$ cat src/rtl/dam_pkg.sv
package dam_pkg;

  // Word widths of the two address spaces.
  localparam int unsigned ADDR_W = 16;
  localparam int unsigned IWORD_W = 32;
  localparam int unsigned DWORD_W = 16;

  // Instruction space landmarks.
  localparam logic [15:0] BOOT_ROM_LAST = 16'h00FF;
  localparam logic [15:0] VEC_BASE = 16'h0200;
  localparam logic [15:0] VEC_LAST = 16'h023F;
  localparam logic [15:0] RESET_ENTRY = 16'h0200;
  localparam logic [15:0] VEC_SLOT_STEP = 16'h0004;
  localparam logic [15:0] VEC_SRC_FIRST = 16'h0210;
  localparam int unsigned NUM_EVENTS = 10;
  localparam logic [15:0] LOW_RAM_LAST_DEF = 16'h0FFF;
  localparam logic [15:0] HIGH_MEM_FIRST_DEF = 16'h4000;
  localparam logic [15:0] HIGH_MEM_LAST_DEF = 16'hBFFF;

  // Peripheral window in both data spaces.
  localparam logic [15:0] PERIPH_BASE = 16'h3800;
  localparam logic [15:0] PERIPH_LAST = 16'h383F;
  localparam logic [15:0] SERIAL_ONE_DATA_ADDR = 16'h3800;
  localparam logic [15:0] SERIAL_ONE_STATUS_ADDR = 16'h3801;
  localparam logic [15:0] SERIAL_TWO_DATA_ADDR = 16'h3802;
  localparam logic [15:0] SERIAL_TWO_STATUS_ADDR = 16'h3803;
  localparam logic [15:0] PORT_PIN_DATA_ADDR = 16'h3804;
  localparam logic [15:0] PORT_COMMAND_ADDR = 16'h3805;
  localparam logic [15:0] HOST_LINK_DATA_ADDR = 16'h3806;
  localparam logic [15:0] HOST_LINK_STATUS_ADDR = 16'h3807;
  localparam logic [15:0] DATA_WAIT_CYCLES_ADDR = 16'h3808;
  localparam int unsigned PERIPH_EXT_COUNT = 8;
  localparam logic [3:0] WAIT_REG_INDEX = 4'h8;
  localparam logic [15:0] DATA_WAIT_CYCLES_RESET = 16'h0000;

  typedef enum logic [2:0] {
    IR_BOOT_ROM = 3'b000,
    IR_SYSTEM = 3'b001,
    IR_VECTOR = 3'b010,
    IR_INT_RAM = 3'b011,
    IR_HIGH_MEM = 3'b100
  } dam_iregion_e;

  typedef enum logic [1:0] {
    DR_MEMORY = 2'b00,
    DR_PERIPH = 2'b01,
    DR_RESERVED = 2'b10
  } dam_dregion_e;

  typedef enum logic [1:0] {
    ST_BOOT = 2'b00,
    ST_RUN = 2'b01
  } dam_state_e;

endpackage : dam_pkg

$ cat src/rtl/dam_decoder.sv
// Notes on behaviour
// - The instruction space is 64K addresses of 32-bit words, populated per product.
// - Instruction addresses 0x200 to 0x23F are the vector region, four words per source.
// - Reset enters through the vector region like an interrupt, at 0x200.
// - Data has two independent spaces, X and Y, each 64K addresses of 16-bit words.
// - Peripheral registers sit at 0x3800 to 0x3808 in internal data space.
// - A peripheral address reaches the same register from X as from Y.
// - After reset release and boot, execution starts from the reset entry at 0x200.
`timescale 1ns/1ps
module dam_decoder import dam_pkg::*; #(
  parameter logic [15:0] LOW_RAM_LAST = LOW_RAM_LAST_DEF,
  parameter logic [15:0] HIGH_MEM_FIRST = HIGH_MEM_FIRST_DEF,
  parameter logic [15:0] HIGH_MEM_LAST = HIGH_MEM_LAST_DEF
) (
  // Clock and reset.
  input wire logic ref_clk,
  input wire logic srst,
  // Boot handshake and start of execution.
  input wire logic boot_done,
  output logic exec_start,
  output logic [15:0] exec_addr,
  // Event sources; the external ones are pins.
  input wire logic external_irq_one,
  input wire logic external_irq_two,
  input wire logic external_irq_three,
  input wire logic external_irq_four,
  input wire logic serial_one_rx,
  input wire logic serial_one_tx,
  input wire logic serial_two_rx,
  input wire logic serial_two_tx,
  input wire logic host_rx,
  input wire logic host_tx,
  output logic vector_valid,
  output logic [15:0] vector_addr,
  // Instruction fetch.
  input wire logic fetch_req,
  input wire logic [15:0] fetch_addr,
  output logic imem_req,
  output logic [2:0] imem_region,
  output logic [15:0] imem_addr,
  output logic fetch_reserved,
  // X data space, core side.
  input wire logic x_req,
  input wire logic x_we,
  input wire logic [15:0] x_addr,
  input wire logic [15:0] x_wdata,
  output logic x_rvalid,
  output logic [15:0] x_rdata,
  // X data space, memory side.
  output logic x_mem_req,
  output logic x_mem_we,
  output logic [15:0] x_mem_addr,
  output logic [15:0] x_mem_wdata,
  input wire logic [15:0] x_mem_rdata,
  // Y data space, core side.
  input wire logic y_req,
  input wire logic y_we,
  input wire logic [15:0] y_addr,
  input wire logic [15:0] y_wdata,
  output logic y_rvalid,
  output logic [15:0] y_rdata,
  // Y data space, memory side.
  output logic y_mem_req,
  output logic y_mem_we,
  output logic [15:0] y_mem_addr,
  output logic [15:0] y_mem_wdata,
  input wire logic [15:0] y_mem_rdata,
  // Shared peripheral register port.
  output logic [7:0] periph_sel,
  output logic periph_we,
  output logic [15:0] periph_wdata,
  input wire logic [127:0] periph_rdata,
  // Status.
  output logic [15:0] data_wait_cycles,
  output logic data_reserved,
  output logic periph_collision
);

  if (LOW_RAM_LAST <= VEC_LAST || HIGH_MEM_FIRST > HIGH_MEM_LAST ||
      HIGH_MEM_FIRST <= LOW_RAM_LAST) begin : g_bad_map
    $error("dam_decoder: instruction memory bounds overlap or are inverted");
  end

  function automatic dam_iregion_e iregion(input logic [15:0] a);
    if (a <= BOOT_ROM_LAST) begin
      return IR_BOOT_ROM;
    end else if (a >= VEC_BASE && a <= VEC_LAST) begin
      return IR_VECTOR;
    end else if (a > VEC_LAST && a <= LOW_RAM_LAST) begin
      return IR_INT_RAM;
    end else if (a >= HIGH_MEM_FIRST && a <= HIGH_MEM_LAST) begin
      return IR_HIGH_MEM;
    end else begin
      return IR_SYSTEM;
    end
  endfunction : iregion

  function automatic dam_dregion_e dregion(input logic [15:0] a);
    if (a >= PERIPH_BASE && a <= DATA_WAIT_CYCLES_ADDR) begin
      return DR_PERIPH;
    end else if (a > DATA_WAIT_CYCLES_ADDR && a <= PERIPH_LAST) begin
      return DR_RESERVED;
    end else begin
      return DR_MEMORY;
    end
  endfunction : dregion

  // Start of execution after boot.
  dam_state_e state;

  always_ff @(posedge ref_clk) begin
    if (srst) begin
      state <= ST_BOOT;
      exec_start <= 1'b0;
      exec_addr <= RESET_ENTRY;
    end else begin
      exec_start <= 1'b0;
      case (state)
        ST_BOOT: begin
          if (boot_done) begin
            state <= ST_RUN;
            exec_start <= 1'b1;
            exec_addr <= RESET_ENTRY;
          end
        end
        ST_RUN: begin
          state <= ST_RUN;
        end
        default: begin
          state <= ST_BOOT;
        end
      endcase
    end
  end

  // External lines are asynchronous, so they pass two flip-flops first.
  logic [3:0] irq_meta;
  logic [3:0] irq_sync;

  always_ff @(posedge ref_clk) begin
    if (srst) begin
      irq_meta <= 4'h0;
      irq_sync <= 4'h0;
    end else begin
      irq_meta <= {external_irq_four, external_irq_three, external_irq_two, external_irq_one};
      irq_sync <= irq_meta;
    end
  end

  // Events are held back until boot has finished so the first entry is always reset.
  logic [NUM_EVENTS-1:0] event_req;

  always_comb begin
    event_req = {host_tx, host_rx, serial_two_tx, serial_two_rx,
                 serial_one_tx, serial_one_rx, irq_sync};
    if (state != ST_RUN) begin
      event_req = '0;
    end
  end

  dam_vector_encoder #(
    .N_EVENTS(NUM_EVENTS)
  ) u_vector (
    .ref_clk(ref_clk),
    .srst(srst),
    .event_req(event_req),
    .vector_valid(vector_valid),
    .vector_addr(vector_addr)
  );

  // Instruction fetch decode; reserved addresses are flagged, never forwarded.
  dam_iregion_e fetch_region;

  always_comb begin
    fetch_region = iregion(fetch_addr);
  end

  always_ff @(posedge ref_clk) begin
    if (srst) begin
      imem_req <= 1'b0;
      imem_region <= IR_SYSTEM;
      imem_addr <= 16'h0000;
      fetch_reserved <= 1'b0;
    end else begin
      imem_req <= fetch_req && fetch_region != IR_SYSTEM;
      imem_region <= fetch_region;
      imem_addr <= fetch_addr;
      fetch_reserved <= fetch_req && fetch_region == IR_SYSTEM;
    end
  end

  // Data spaces: index 0 is X, index 1 is Y.
  logic req [2];
  logic we [2];
  logic [15:0] addr [2];
  logic [15:0] wdata [2];
  logic [15:0] mem_rdata [2];
  logic hit [2];
  logic resv [2];
  logic mem_req_q [2];
  logic mem_we_q [2];
  logic [15:0] mem_addr_q [2];
  logic [15:0] mem_wdata_q [2];
  logic rd_pend [2];
  dam_dregion_e rd_src [2];
  logic rvalid_q [2];
  logic [15:0] rdata_q [2];

  assign req[0] = x_req;
  assign req[1] = y_req;
  assign we[0] = x_we;
  assign we[1] = y_we;
  assign addr[0] = x_addr;
  assign addr[1] = y_addr;
  assign wdata[0] = x_wdata;
  assign wdata[1] = y_wdata;
  assign mem_rdata[0] = x_mem_rdata;
  assign mem_rdata[1] = y_mem_rdata;

  // One shared register port serves both spaces; X is served when both collide.
  logic grant_y;
  logic p_valid;
  logic p_owner;
  logic [3:0] p_idx;
  logic [15:0] p_rdata;

  assign grant_y = hit[1] && !hit[0];

  always_ff @(posedge ref_clk) begin
    if (srst) begin
      p_valid <= 1'b0;
      p_owner <= 1'b0;
      p_idx <= 4'h0;
      periph_sel <= 8'h00;
      periph_we <= 1'b0;
      periph_wdata <= 16'h0000;
      periph_collision <= 1'b0;
      data_reserved <= 1'b0;
    end else begin
      p_valid <= hit[0] || hit[1];
      p_owner <= grant_y;
      p_idx <= grant_y ? addr[1][3:0] : addr[0][3:0];
      periph_sel <= 8'h00;
      if ((hit[0] || hit[1]) && (grant_y ? addr[1][3] : addr[0][3]) == 1'b0) begin
        periph_sel <= 8'h01 << (grant_y ? addr[1][2:0] : addr[0][2:0]);
      end
      periph_we <= grant_y ? we[1] : (hit[0] && we[0]);
      periph_wdata <= grant_y ? wdata[1] : wdata[0];
      periph_collision <= hit[0] && hit[1];
      data_reserved <= resv[0] || resv[1];
    end
  end

  // The wait-cycle register lives here since no peripheral unit owns it.
  always_ff @(posedge ref_clk) begin
    if (srst) begin
      data_wait_cycles <= DATA_WAIT_CYCLES_RESET;
    end else if (p_valid && periph_we && p_idx == WAIT_REG_INDEX) begin
      data_wait_cycles <= periph_wdata;
    end
  end

  always_comb begin
    p_rdata = 16'h0000;
    if (p_idx == WAIT_REG_INDEX) begin
      p_rdata = data_wait_cycles;
    end else if (p_idx[3] == 1'b0) begin
      p_rdata = periph_rdata[16 * p_idx[2:0] +: 16];
    end
  end

  for (genvar s = 0; s < 2; s++) begin : g_space
    dam_dregion_e region;

    always_comb begin
      region = dregion(addr[s]);
    end

    assign hit[s] = req[s] && region == DR_PERIPH;
    assign resv[s] = req[s] && region == DR_RESERVED;

    always_ff @(posedge ref_clk) begin
      if (srst) begin
        mem_req_q[s] <= 1'b0;
        mem_we_q[s] <= 1'b0;
        mem_addr_q[s] <= 16'h0000;
        mem_wdata_q[s] <= 16'h0000;
        rd_pend[s] <= 1'b0;
        rd_src[s] <= DR_MEMORY;
      end else begin
        mem_req_q[s] <= req[s] && region == DR_MEMORY;
        mem_we_q[s] <= we[s];
        mem_addr_q[s] <= addr[s];
        mem_wdata_q[s] <= wdata[s];
        rd_pend[s] <= req[s] && !we[s];
        // A losing Y access is answered like a reserved one, with zero.
        if (s == 1 && hit[0] && hit[1]) begin
          rd_src[s] <= DR_RESERVED;
        end else begin
          rd_src[s] <= region;
        end
      end
    end

    always_ff @(posedge ref_clk) begin
      if (srst) begin
        rvalid_q[s] <= 1'b0;
        rdata_q[s] <= 16'h0000;
      end else begin
        rvalid_q[s] <= rd_pend[s];
        case (rd_src[s])
          DR_MEMORY: rdata_q[s] <= mem_rdata[s];
          DR_PERIPH: rdata_q[s] <= (p_owner == (s == 1)) ? p_rdata : 16'h0000;
          default: rdata_q[s] <= 16'h0000;
        endcase
      end
    end
  end

  assign x_mem_req = mem_req_q[0];
  assign x_mem_we = mem_we_q[0];
  assign x_mem_addr = mem_addr_q[0];
  assign x_mem_wdata = mem_wdata_q[0];
  assign y_mem_req = mem_req_q[1];
  assign y_mem_we = mem_we_q[1];
  assign y_mem_addr = mem_addr_q[1];
  assign y_mem_wdata = mem_wdata_q[1];
  assign x_rvalid = rvalid_q[0];
  assign x_rdata = rdata_q[0];
  assign y_rvalid = rvalid_q[1];
  assign y_rdata = rdata_q[1];

endmodule : dam_decoder

$ cat src/rtl/dam_vector_encoder.sv
`timescale 1ns/1ps
module dam_vector_encoder import dam_pkg::*; #(
  parameter int unsigned N_EVENTS = NUM_EVENTS
) (
  // Clock and reset.
  input wire logic ref_clk,
  input wire logic srst,
  // Pending event sources, lowest index wins.
  input wire logic [N_EVENTS-1:0] event_req,
  // Selected entry point.
  output logic vector_valid,
  output logic [15:0] vector_addr
);

  if (32'(VEC_SRC_FIRST) + 4 * N_EVENTS - 1 > 32'(VEC_LAST)) begin : g_bad_count
    $error("dam_vector_encoder: event slots overrun the vector region");
  end

  logic next_valid;
  logic [15:0] next_addr;

  // Walking downward lets the lowest-numbered source overwrite the others.
  always_comb begin
    next_valid = 1'b0;
    next_addr = RESET_ENTRY;
    for (int i = N_EVENTS - 1; i >= 0; i--) begin
      if (event_req[i]) begin
        next_valid = 1'b1;
        next_addr = VEC_SRC_FIRST + (16'(i) << 2);
      end
    end
  end

  always_ff @(posedge ref_clk) begin
    if (srst) begin
      vector_valid <= 1'b0;
      vector_addr <= RESET_ENTRY;
    end else begin
      vector_valid <= next_valid;
      vector_addr <= next_addr;
    end
  end

endmodule : dam_vector_encoder

$ cat config.mk
export PLATFORM = sky130hd
export DESIGN_NAME = dam_decoder
export DESIGN_NICKNAME = d
export VERILOG_FILES = /design/src/rtl/dam_pkg.sv /design/src/rtl/dam_decoder.sv /design/src/rtl/dam_vector_encoder.sv
export SDC_FILE = /design/constraint.sdc
export NUM_CORES = 1
export LEC_CHECK = 0
export BUFFER_PORTS_ARGS = -buffer_cell sky130_fd_sc_hd__buf_4
export CAP_MARGIN = 20
export CORE_AREA = 5 5 173 175
export DETAILED_ROUTE_END_ITERATION = 10
export DIE_AREA = 0 0 178 180
export MAX_ROUTING_LAYER = met4
export PLACE_DENSITY = 0.64
export SLEW_MARGIN = 10
export SYNTH_ARGS = -nofsm -noshare
export SYNTH_HDL_FRONTEND = slang
export SYNTH_HIERARCHICAL = 1
export SYNTH_SLANG_ARGS = --single-unit
export TNS_END_PERCENT = 30
$ cat constraint.sdc
create_clock -name ref_clk -period 6.43 [get_ports ref_clk]
set_clock_uncertainty 0.05 [all_clocks]
set_input_delay 0.9645 -clock ref_clk [delete_from_list [all_inputs] [get_ports ref_clk]]
set_output_delay 0.9645 -clock ref_clk [all_outputs]
set_load 0.005 [all_outputs]
==> flow_metrics.env, run 1 <==
export IMPL_status="finished clean"
export IMPL_post_cts_resized=0
export IMPL_dp_hpwl_mm=23.3
export IMPL_start_util=0.275
export IMPL_holdPathStages=1
export IMPL_hp_start="irq_meta[0]"
export IMPL_final_setup_viol_count=0
export IMPL_dieHeight_um=180
export IMPL_layout_commonest_cell="buf_4"
export IMPL_cts_setup_buffers=0
export IMPL_ant_nets=0
export IMPL_post_synth_top_area_cell="dfxtp_1"
export IMPL_cts_tree="built"
export IMPL_syn_area_per_cell_sq_um=11.4
export IMPL_netlist_instances=684
export IMPL_worst_setup_path_start_kind="input pin"
export IMPL_grt_antenna_before_repair=2
export IMPL_hp_class="reg -> reg"
export IMPL_ys_flop_type="dfxtp_1"
export IMPL_rrSetupSlack_ns=3.71
export IMPL_ctsHtreeMaxLevel=4
export IMPL_synth_seq_area_share=0.540
export IMPL_drive_gt1_frac=0.452
export IMPL_relSlewSlack=0.325
export IMPL_rows=62
export IMPL_clkSinkCount=193
export IMPL_endpoint_kind="register"
export IMPL_ir_drop_mv=0.166
export IMPL_synth_warnings=6
export IMPL_min_period_ns=2.80
export IMPL_worstMarginPinSlew_ns=1.01
export IMPL_grt_max_degree=80
export IMPL_slew_violations=0
export IMPL_worstHoldEndpoint="irq_sync[0]"
export IMPL_rsz0062_at_grt="false"
export IMPL_grt_pass1_wl_mm=43.1
export IMPL_wl_per_cell_um=19.1
export IMPL_critPathRequiredTime_ns=6.69
export IMPL_ys_types=52
export IMPL_p_per_area_nw_per_um2=233
export IMPL_fmax_mhz=358
export IMPL_clockRootBuffer="clkbuf_16"
export IMPL_cp_arrival_ns=3.05
export IMPL_post_route_util=0.426
export IMPL_crit_fanout=20
export IMPL_cts_path_max_buffers=2
export IMPL_cts_hold_buf=0
export IMPL_layout_common_cells="437 x buf_4, 157 x dfxtp_1, 96 x nor2b_1"
export IMPL_path_class="in -> reg"
export IMPL_place_gp_congestion=0.779
export IMPL_synth_area_sq_um=7790
export IMPL_synth_area_leaders="dfxtp_1 41%, edfxtp_1 13%, mux4_2 9.3%, nor2b_1 7.7%, a22oi_1 3.1%"
export IMPL_numPortBuffers=429
export IMPL_ys_async_sr_fraction=0
export IMPL_drt_iter0_markers=418
export IMPL_r2r_end="rdata_q[1][0]"
export IMPL_synth_top_area_frac=0.409
export IMPL_overflow=0
export IMPL_leakagePower_nw=5.29
export IMPL_r2r_start="p_idx[0]"
export IMPL_drc=0
export IMPL_fin_crit_sh=0.435
export IMPL_numCtsBuffers=17
export IMPL_dr_pass1_iters=5
export IMPL_fin_setup_tns_ns=0
export IMPL_clk_latency_ns=0.42
export IMPL_path_clk_slew_ns=0.08
export IMPL_synth_edf_count=34
export IMPL_die_area_sq_um=32000
export IMPL_reg2reg_depth=5
export IMPL_area_growth_synth_to_final_pct=54.7
export IMPL_grtUsageTotal=0.181
export IMPL_layout_nets=1388
export IMPL_via_per_inst=4.50
export IMPL_die_width_um=178
export IMPL_grt_pass1_vias=7305
export IMPL_ioPinCount=458
export IMPL_coreArea_sq_um=28300
export IMPL_drv_cap=0
export IMPL_synth_seq_cells=193
export IMPL_fin_hold_ws_ns=0.392
export IMPL_vias=6885
export IMPL_hold_viol=0
export IMPL_routed_wl_mm=29.2
## synthesized netlist by cell type, drive strengths merged (2+ instances only)
cell type	count
a2111oi	2
o31ai	3
nand4	5
nand4bb	2
o41ai	3
mux2i	17
nor2	19
nor4	6
or4b	2
a22oi	32
inv	5
nor4b	2
or3	2
and2	12
or4	5
and3	4
nand2	42
mux2	20
mux4	32
nor3	13
nand2b	4
nand4b	2
edfxtp	34
o21ai	39
conb	4
buf	42
a21oi	22
dfxtp	159
nor2b	96
nand3	13
clkbuf	26
nor3b	4
## routing by layer
| layer | wire, um | global-route usage | part of all wire | up-vias |
|---|---|---|---|---|
| met3 | 2520 | 0.0553 | 0.086 | 31 |
| li1 | - | - | - | 3252 |
| met4 | 535 | 0.0473 | 0.018 | 0 |
| met1 | 10500 | 0.190 | 0.36 | 3279 |
| met2 | 15600 | 0.328 | 0.53 | 323 |
| met5 | 0 | - | 0 | - |
## power breakdown
part	internal (mW)	switching (mW)	leakage, nW
clock network	0.594	0.530	0.304
logic	0.228	0.147	3.32
registers	1.28	0.0225	1.67
## state kept, by name, indices dropped and copies added, names as in the netlist, 2 cells and up
signal	count
data_wait_cycles	16
imem_addr	16
imem_region	3
irq_meta	4
irq_sync	4
mem_addr_q	32
mem_req_q	2
mem_wdata_q	32
mem_we_q	2
p_idx	4
periph_sel	8
periph_wdata	16
rd_pend	2
rd_src	4
rdata_q	32
rvalid_q	2
u_vector/vector_addr	4
## how the worst max path moves through the flow
stage | startpoint | endpoint | depth (start not counted)
2_1_floorplan | y_addr[4] | p_idx[2] | 5
3_3_place_gp | y_addr[4] | periph_wdata[8] | 6
3_5_place_dp | y_addr[4] | periph_wdata[14] | 6
4_1_cts | p_idx[0] | rdata_q[1][0] | 5
5_1_grt | p_idx[0] | rdata_q[1][0] | 5
6_report | y_addr[4] | p_idx[3] | 6
## logic make-up after synthesis
logic type | Yosys count | share of synthesized area
flops | 193 | 0.540
compound gates | 107 | 0.0869
buf+inv | 73 | 0.0517
mux | 69 | 0.143
xor+xnor | 1 | 0.00112
other cells | 4 | 0.00193
simple gates | 237 | 0.175
## per-stage QoR
step           setup slack (ns)  std cells  instance area (sq um)  power [mW]
4_1_cts                    3.62       1527                  12000        2.84
2_1_floorplan              3.53        742                   8010        1.48
3_5_place_dp               3.17       1495                  11400        1.71
3_3_place_gp               3.21       1495                  11400        1.71
5_1_grt                    3.35       1529                  12100        2.93
6_report                   3.63       1529                  12100        2.80
## worst max-delay path: stages
cell,delay (ns)
buf_4,0.11
or4_4,0.55
or4_4,0.56
a211oi_4,0.16
buf_4,0.34
mux2_1,0.36
## area by class of cell
cell class	instances	area, sq um
inverter	5	18.8
clock inverter	13	159
fill	2751	16300
timing repair buffer	437	3280
antenna	2	5.00
multi-input combinational	476	3440
clock buffer	19	464
sequential	193	4210
tap	384	480
No activity file was read; power rests on OpenSTA's default activity.
==> run 2, diff against run 1 <==
ABC_AREA = 1   (was not set)
PLACE_DENSITY = 0.65   (was 0.64)
clock period = 2.7 ns   (was 6.43 ns; I/O delays follow)
==> run 2 against run 1 <==
Compared with the run above: sequential power up 140%; wire length is 10% higher; sequential cell count unchanged; critical path depth up 1; power rose by 140%; first-iteration DRC count up 6.2%; critical path type is now reg -> reg; critical endpoint is now rdata_q[1][15].
==> flow_metrics.env, run 2 <==
export IMPL_fin_crit_sh=0.803
export IMPL_cp_arrival_ns=2.39
export IMPL_syn_area_per_cell_sq_um=7.74
export IMPL_multi_input_area_sq_um=3050
export IMPL_fillers=2914
export IMPL_start_util=0.286
export IMPL_fin_setup_tns_ns=0
export IMPL_clkSinkCount=193
export IMPL_worstMarginPinSlew_ns=0.772
export IMPL_routed_wl_mm=32.1
export IMPL_layout_commonest_cell="buf_4"
export IMPL_p_int_mw=5.12
export IMPL_placed_cell_area_sq_um=11700
export IMPL_cts_hold_buf=0
export IMPL_post_cts_resized=0
export IMPL_area_growth_synth_to_final_pct=52.0
export IMPL_grt_pass1_vias=8352
export IMPL_min_period_ns=2.17
export IMPL_drive_gt1_frac=0.330
export IMPL_power_net_switching_mw=1.71
export IMPL_critPathRequiredTime_ns=2.92
export IMPL_hold_viol=0
export IMPL_rsz0062_at_grt="false"
export IMPL_ant_nets=0
export IMPL_crit_fanout=38
export IMPL_ys_types=40
export IMPL_p_per_area_nw_per_um2=554
export IMPL_crit_start="p_idx[1]"
export IMPL_die_width_um=178
export IMPL_synth_warnings=6
export IMPL_ctsHtreeMaxLevel=4
export IMPL_synth_area_leaders="dfxtp_1 39%, edfxtp_1 13%, nor2_1 9.3%, inv_1 7.5%, o21ai_0 6.3%"
export IMPL_post_route_util=0.435
export IMPL_clk_latency_ns=0.43
export IMPL_synthTopCellsByCount="200 x nor2_1, 161 x inv_1, 159 x dfxtp_1, 135 x nand2_1, 102 x o21ai_0"
export IMPL_wl_per_cell_um=17.1
export IMPL_numPortBuffers=429
export IMPL_grt_pass1_wl_mm=47.5
export IMPL_slew_violations=0
export IMPL_ys_async_sr_fraction=0
export IMPL_synth_area_sq_um=8110
export IMPL_sw_frac_of_total=0.251
export IMPL_finalWorstSetupSlack_ns=0.533
export IMPL_dieHeight_um=180
export IMPL_endpoint_kind="register"
export IMPL_hp_start="x_we"
export IMPL_synth_seq_cells=193
export IMPL_layout_common_cells="440 x buf_4, 200 x nor2_1, 161 x inv_1"
export IMPL_numCtsBuffers=17
export IMPL_dr_pass1_iters=6
export IMPL_post_synth_top_area_cell="dfxtp_1"
export IMPL_r2r_start="p_idx[1]"
export IMPL_synth_seq_area_share=0.518
export IMPL_p_clk_frac=0.395
export IMPL_ys_flop_type="dfxtp_1"
export IMPL_largest_registers="mem_addr_q: 32 flops, mem_wdata_q: 32 flops, rdata_q: 32 flops"
export IMPL_place_gp_congestion=0.856
export IMPL_clockRootBuffer="clkbuf_16"
export IMPL_cts_setup_buffers=0
export IMPL_synth_top_area_frac=0.392
export IMPL_path_class="reg -> reg"
export IMPL_cts_tree="built"
export IMPL_leakagePower_nw=6.27
export IMPL_rows=62
export IMPL_dp_hpwl_mm=26.0
export IMPL_design_area_sq_um=12300
export IMPL_regArea_sq_um=4210
export IMPL_status="finished clean"
export IMPL_dp_cells=1850
export IMPL_vias=8224
export IMPL_hp_class="in -> reg"
export IMPL_comb_power_share=0.149
export IMPL_synth_edf_count=34
export IMPL_worst_setup_path_start_kind="register"
export IMPL_ioPinCount=458
export IMPL_ir_drop_mv=0.350
export IMPL_path_clk_slew_ns=0.08
export IMPL_via_per_inst=4.37
export IMPL_drt_iter0_markers=444
export IMPL_final_setup_viol_count=0
export IMPL_final_cells=1883
export IMPL_cts_path_max_buffers=2
export IMPL_grtUsageTotal=0.198
export IMPL_pre_cts_ws_ns=0.238
export IMPL_grt_antenna_before_repair=1
export IMPL_layout_nets=1743
export IMPL_synth_most_common_cell="nor2_1"
export IMPL_overflow=0
export IMPL_grt_max_degree=60
export IMPL_relSlewSlack=0.485
export IMPL_coreArea_sq_um=28300
export IMPL_seqPwrFrac=0.457
export IMPL_drc=0
export IMPL_fmax_mhz=462
export IMPL_netlist_instances=1048
export IMPL_drv_cap=0
export IMPL_die_area_sq_um=32000
-- run 2: cell types whose count changed after synthesis, sizes merged, moves of 33 or more --
cell and change:
inv +159, nor2b -96, nand3 +33, nand2 +96
nor2 +186, o21ai +76
-- run 2: routing by layer --
| metal | global-route usage | wire, um |
|---|---|---|
| met5 | - | 0 |
| met4 | 0.0560 | 651 |
| met3 | 0.0559 | 2670 |
| met2 | 0.350 | 16500 |
| met1 | 0.216 | 12300 |
-- run 2: worst paths after layout --
check | slack (ns) | cells past startpoint | endpoint
max | 0.53 | 7 | rdata_q[1][15]
min | 0.09 | 2 | rd_pend[0]
max reg2reg | 0.53 | 7 | rdata_q[1][15]
min reg2reg | 0.35 | 2 | irq_sync[2]
-- run 2: layout make-up --
type                       instances  share of cell area
sequential                       193               0.341
timing repair buffer             442               0.271
multi-input combinational        666               0.247
inverter                         165              0.0502
tap                              384              0.0390
clock buffer                      19              0.0368
clock inverter                    13              0.0141
antenna                            1            0.000203
-- run 2: cells by family (layout without fill, tap and decap cells) --
kind of cell    Yosys count  count (layout)  share of synthesized area
simple gates            400             400                      0.204
buf+inv                 247             639                      0.133
compound gates          204             204                      0.143
other cells               4              63                    0.00185
flops                   193             193                      0.518
-- run 2: per-stage QoR --
| stage | power, mW | hold slack, ns |
|---|---|---|
| global route | 7.15 | 0.0588 |
| global placement | 4.21 | 0.339 |
| floorplan | 3.58 | 0.338 |
| finish | 6.83 | 0.0893 |
| detailed placement | 4.22 | 0.342 |
| CTS | 6.93 | 0.0618 |
-- run 2: critical path: stages (launching register included) --
cell and delay [ns]:
dfxtp_1 0.38, buf_4 0.34, o21ai_0 0.23, o22ai_1 0.34, o21ai_0 0.12, o22ai_1 0.34
nand2_1 0.11, o21ai_0 0.09
-- run 2: power groups by stage --
stage | sequential, mW | combinational (mW) | clock (mW)
after floorplan | 3.18 | 0.399 | 0
after global placement | 3.18 | 1.02 | 0
after detailed placement | 3.19 | 1.03 | 0
after CTS | 3.12 | 1.03 | 2.77
after global routing | 3.13 | 1.12 | 2.90
final | 3.12 | 1.02 | 2.70
==> run 3, diff against run 2 <==
clock period = 2.25 ns   (was 2.7 ns; I/O delays follow)
==> run 3 against run 2 <==
Compared with the run above: via count is 0.40% higher; count of clock-buffer cells in the layout is 2 lower; register-to-register slack worse by 0.32 ns.
==> flow_metrics.env, run 3 (synthesis gave the netlist of run 2 again) <==
export IMPL_status="finished clean"
export IMPL_ioPinCount=458
export IMPL_grt_antenna_before_repair=1
export IMPL_dp_hpwl_mm=26.2
export IMPL_crit_fanout=58
export IMPL_p_total_mw=8.18
export IMPL_worst_setup_path_start_kind="register"
export IMPL_die_width_um=178
export IMPL_leakagePower_nw=6.32
export IMPL_clockRootBuffer="clkbuf_16"
export IMPL_area_growth_synth_to_final_pct=53.3
export IMPL_max_stage_delay_ns=0.38
export IMPL_grt_pass1_vias=8388
export IMPL_rows=62
export IMPL_ctsHtreeMaxLevel=4
export IMPL_path_cells="inv_1 > buf_12 > o21ai_0 > o221ai_1 > nand3_1 > o21ai_1 > nand2_1 > a21oi_1"
export IMPL_power_net_switching_mw=2.17
export IMPL_drive_gt1_frac=0.335
export IMPL_cp_arrival_ns=2.25
export IMPL_dr_pass1_iters=5
export IMPL_worstMarginPinSlew_ns=0.614
export IMPL_endpoint_kind="register"
export IMPL_sw_frac_of_total=0.265
export IMPL_pre_cts_ws_ns=0.167
export IMPL_wl_per_cell_um=17.2
export IMPL_routed_wl_mm=32.5
export IMPL_grt_pass1_wl_mm=47.8
export IMPL_crit_family="compound AO/OA/AOI/OAI gates"
export IMPL_fillers=2883
export IMPL_post_cts_resized=0
export IMPL_finalWorstSetupSlack_ns=0.216
export IMPL_slew_violations=0
export IMPL_cts_tree="built"
export IMPL_clkSinkCount=193
export IMPL_relSlewSlack=0.586
export IMPL_final_setup_viol_count=0
export IMPL_critPathSlowestCell="dfxtp_2"
export IMPL_p_int_mw=6.01
export IMPL_seqPwrFrac=0.458
export IMPL_antenna_cells=0
export IMPL_layout_nets=1753
export IMPL_grtUsageTotal=0.200
export IMPL_die_area_sq_um=32000
export IMPL_cts_path_max_buffers=2
export IMPL_layout_commonest_cell="buf_4"
export IMPL_coreArea_sq_um=28300
export IMPL_p_per_area_nw_per_um2=658
export IMPL_ir_drop_mv=0.486
export IMPL_dieHeight_um=180
export IMPL_place_gp_congestion=0.904
export IMPL_start_util=0.286
export IMPL_ant_nets=0
export IMPL_comb_power_share=0.151
export IMPL_hold_viol=0
export IMPL_drt_iter0_markers=502
export IMPL_min_period_ns=2.03
export IMPL_numPortBuffers=429
export IMPL_fin_crit_sh=0.904
export IMPL_drc=0
export IMPL_fin_setup_tns_ns=0
export IMPL_clk_latency_ns=0.44
export IMPL_hp_class="in -> reg"
export IMPL_numCtsBuffers=17
export IMPL_grt_max_degree=106
export IMPL_drv_cap=0
export IMPL_via_per_inst=4.36
export IMPL_rsz0062_at_grt="false"
export IMPL_fmax_mhz=492
export IMPL_worst_path_buf_inv=2
export IMPL_path_clk_slew_ns=0.08
export IMPL_critPathRequiredTime_ns=2.46
export IMPL_largest_registers="mem_addr_q: 32 flops, mem_wdata_q: 32 flops, rdata_q: 32 flops"
export IMPL_p_clk_frac=0.391
export IMPL_vias=8257
export IMPL_fin_hold_ws_ns=0.0228
export IMPL_path_class="reg -> reg"
export IMPL_overflow=0
export IMPL_layout_common_cells="446 x buf_4, 200 x nor2_1, 161 x inv_1"
[run 3: cell count changes in the layout (fill, tap and decap cells not counted)]
cell and delta:
bufinv_16 -1, clkinv_2 -2, diode_2 -1, clkinv_8 +2, clkbuf_16 -1, buf_12 +3, inv_8 +1, clkbuf_1 -1
clkinv_4 -1, dlygate4sd3_1 +1, inv_6 +3, buf_4 +6
[run 3: layout make-up]
type	instances	area, sq um	area share
Multi-Input combinational cell	666	3050	0.245
Timing Repair Buffer	452	3460	0.278
Inverter	165	619	0.0498
Sequential cell	193	4210	0.338
Clock buffer	17	425	0.0342
Clock inverter	15	195	0.0157
Tap cell	384	480	0.0386
[run 3: metal layers]
layer  routed length [um]  vias to the layer above  track usage  share of wire
li1                     -                     4127            -              -
met1                12700                     3716        0.223           0.39
met2                16100                      360        0.340           0.50
met3                 2670                       54       0.0527          0.082
met4                  992                        0       0.0795          0.031
met5                    0                        -            -              0
[run 3: stage by stage]
step                std cells  cell area [sq um]  utilization
CTS                      1892              12400        0.439
floorplan                1106               8330            -
global route             1892              12400        0.439
global placement         1859              11800        0.417
detailed placement       1859              11800        0.417
finish                   1892              12400        0.439
[run 3: power by group through the flow]
stage | Sequential, mW | Combinational [mW] | Clock, mW
floorplan | 3.82 | 0.479 | 0
global placement | 3.82 | 1.23 | 0
detailed placement | 3.83 | 1.24 | 0
CTS | 3.75 | 1.25 | 3.30
global route | 3.76 | 1.36 | 3.45
finish | 3.74 | 1.23 | 3.20
[run 3: what timing repair did]
item                                   CTS  global route
setup buffers                            0             0
endpoints found under the hold margin    1             0
hold buffers                             1             0
[run 3: worst paths after layout]
path	depth (start not counted)	from	end	slack (ns)
setup / recovery	8	p_idx[0]	rdata_q[1][9]	0.22
hold / removal	2	y_we	rd_pend[1]	0.02
hold reg to reg	2	irq_meta[2]	irq_sync[2]	0.35
setup reg to reg	8	p_idx[0]	rdata_q[1][9]	0.22
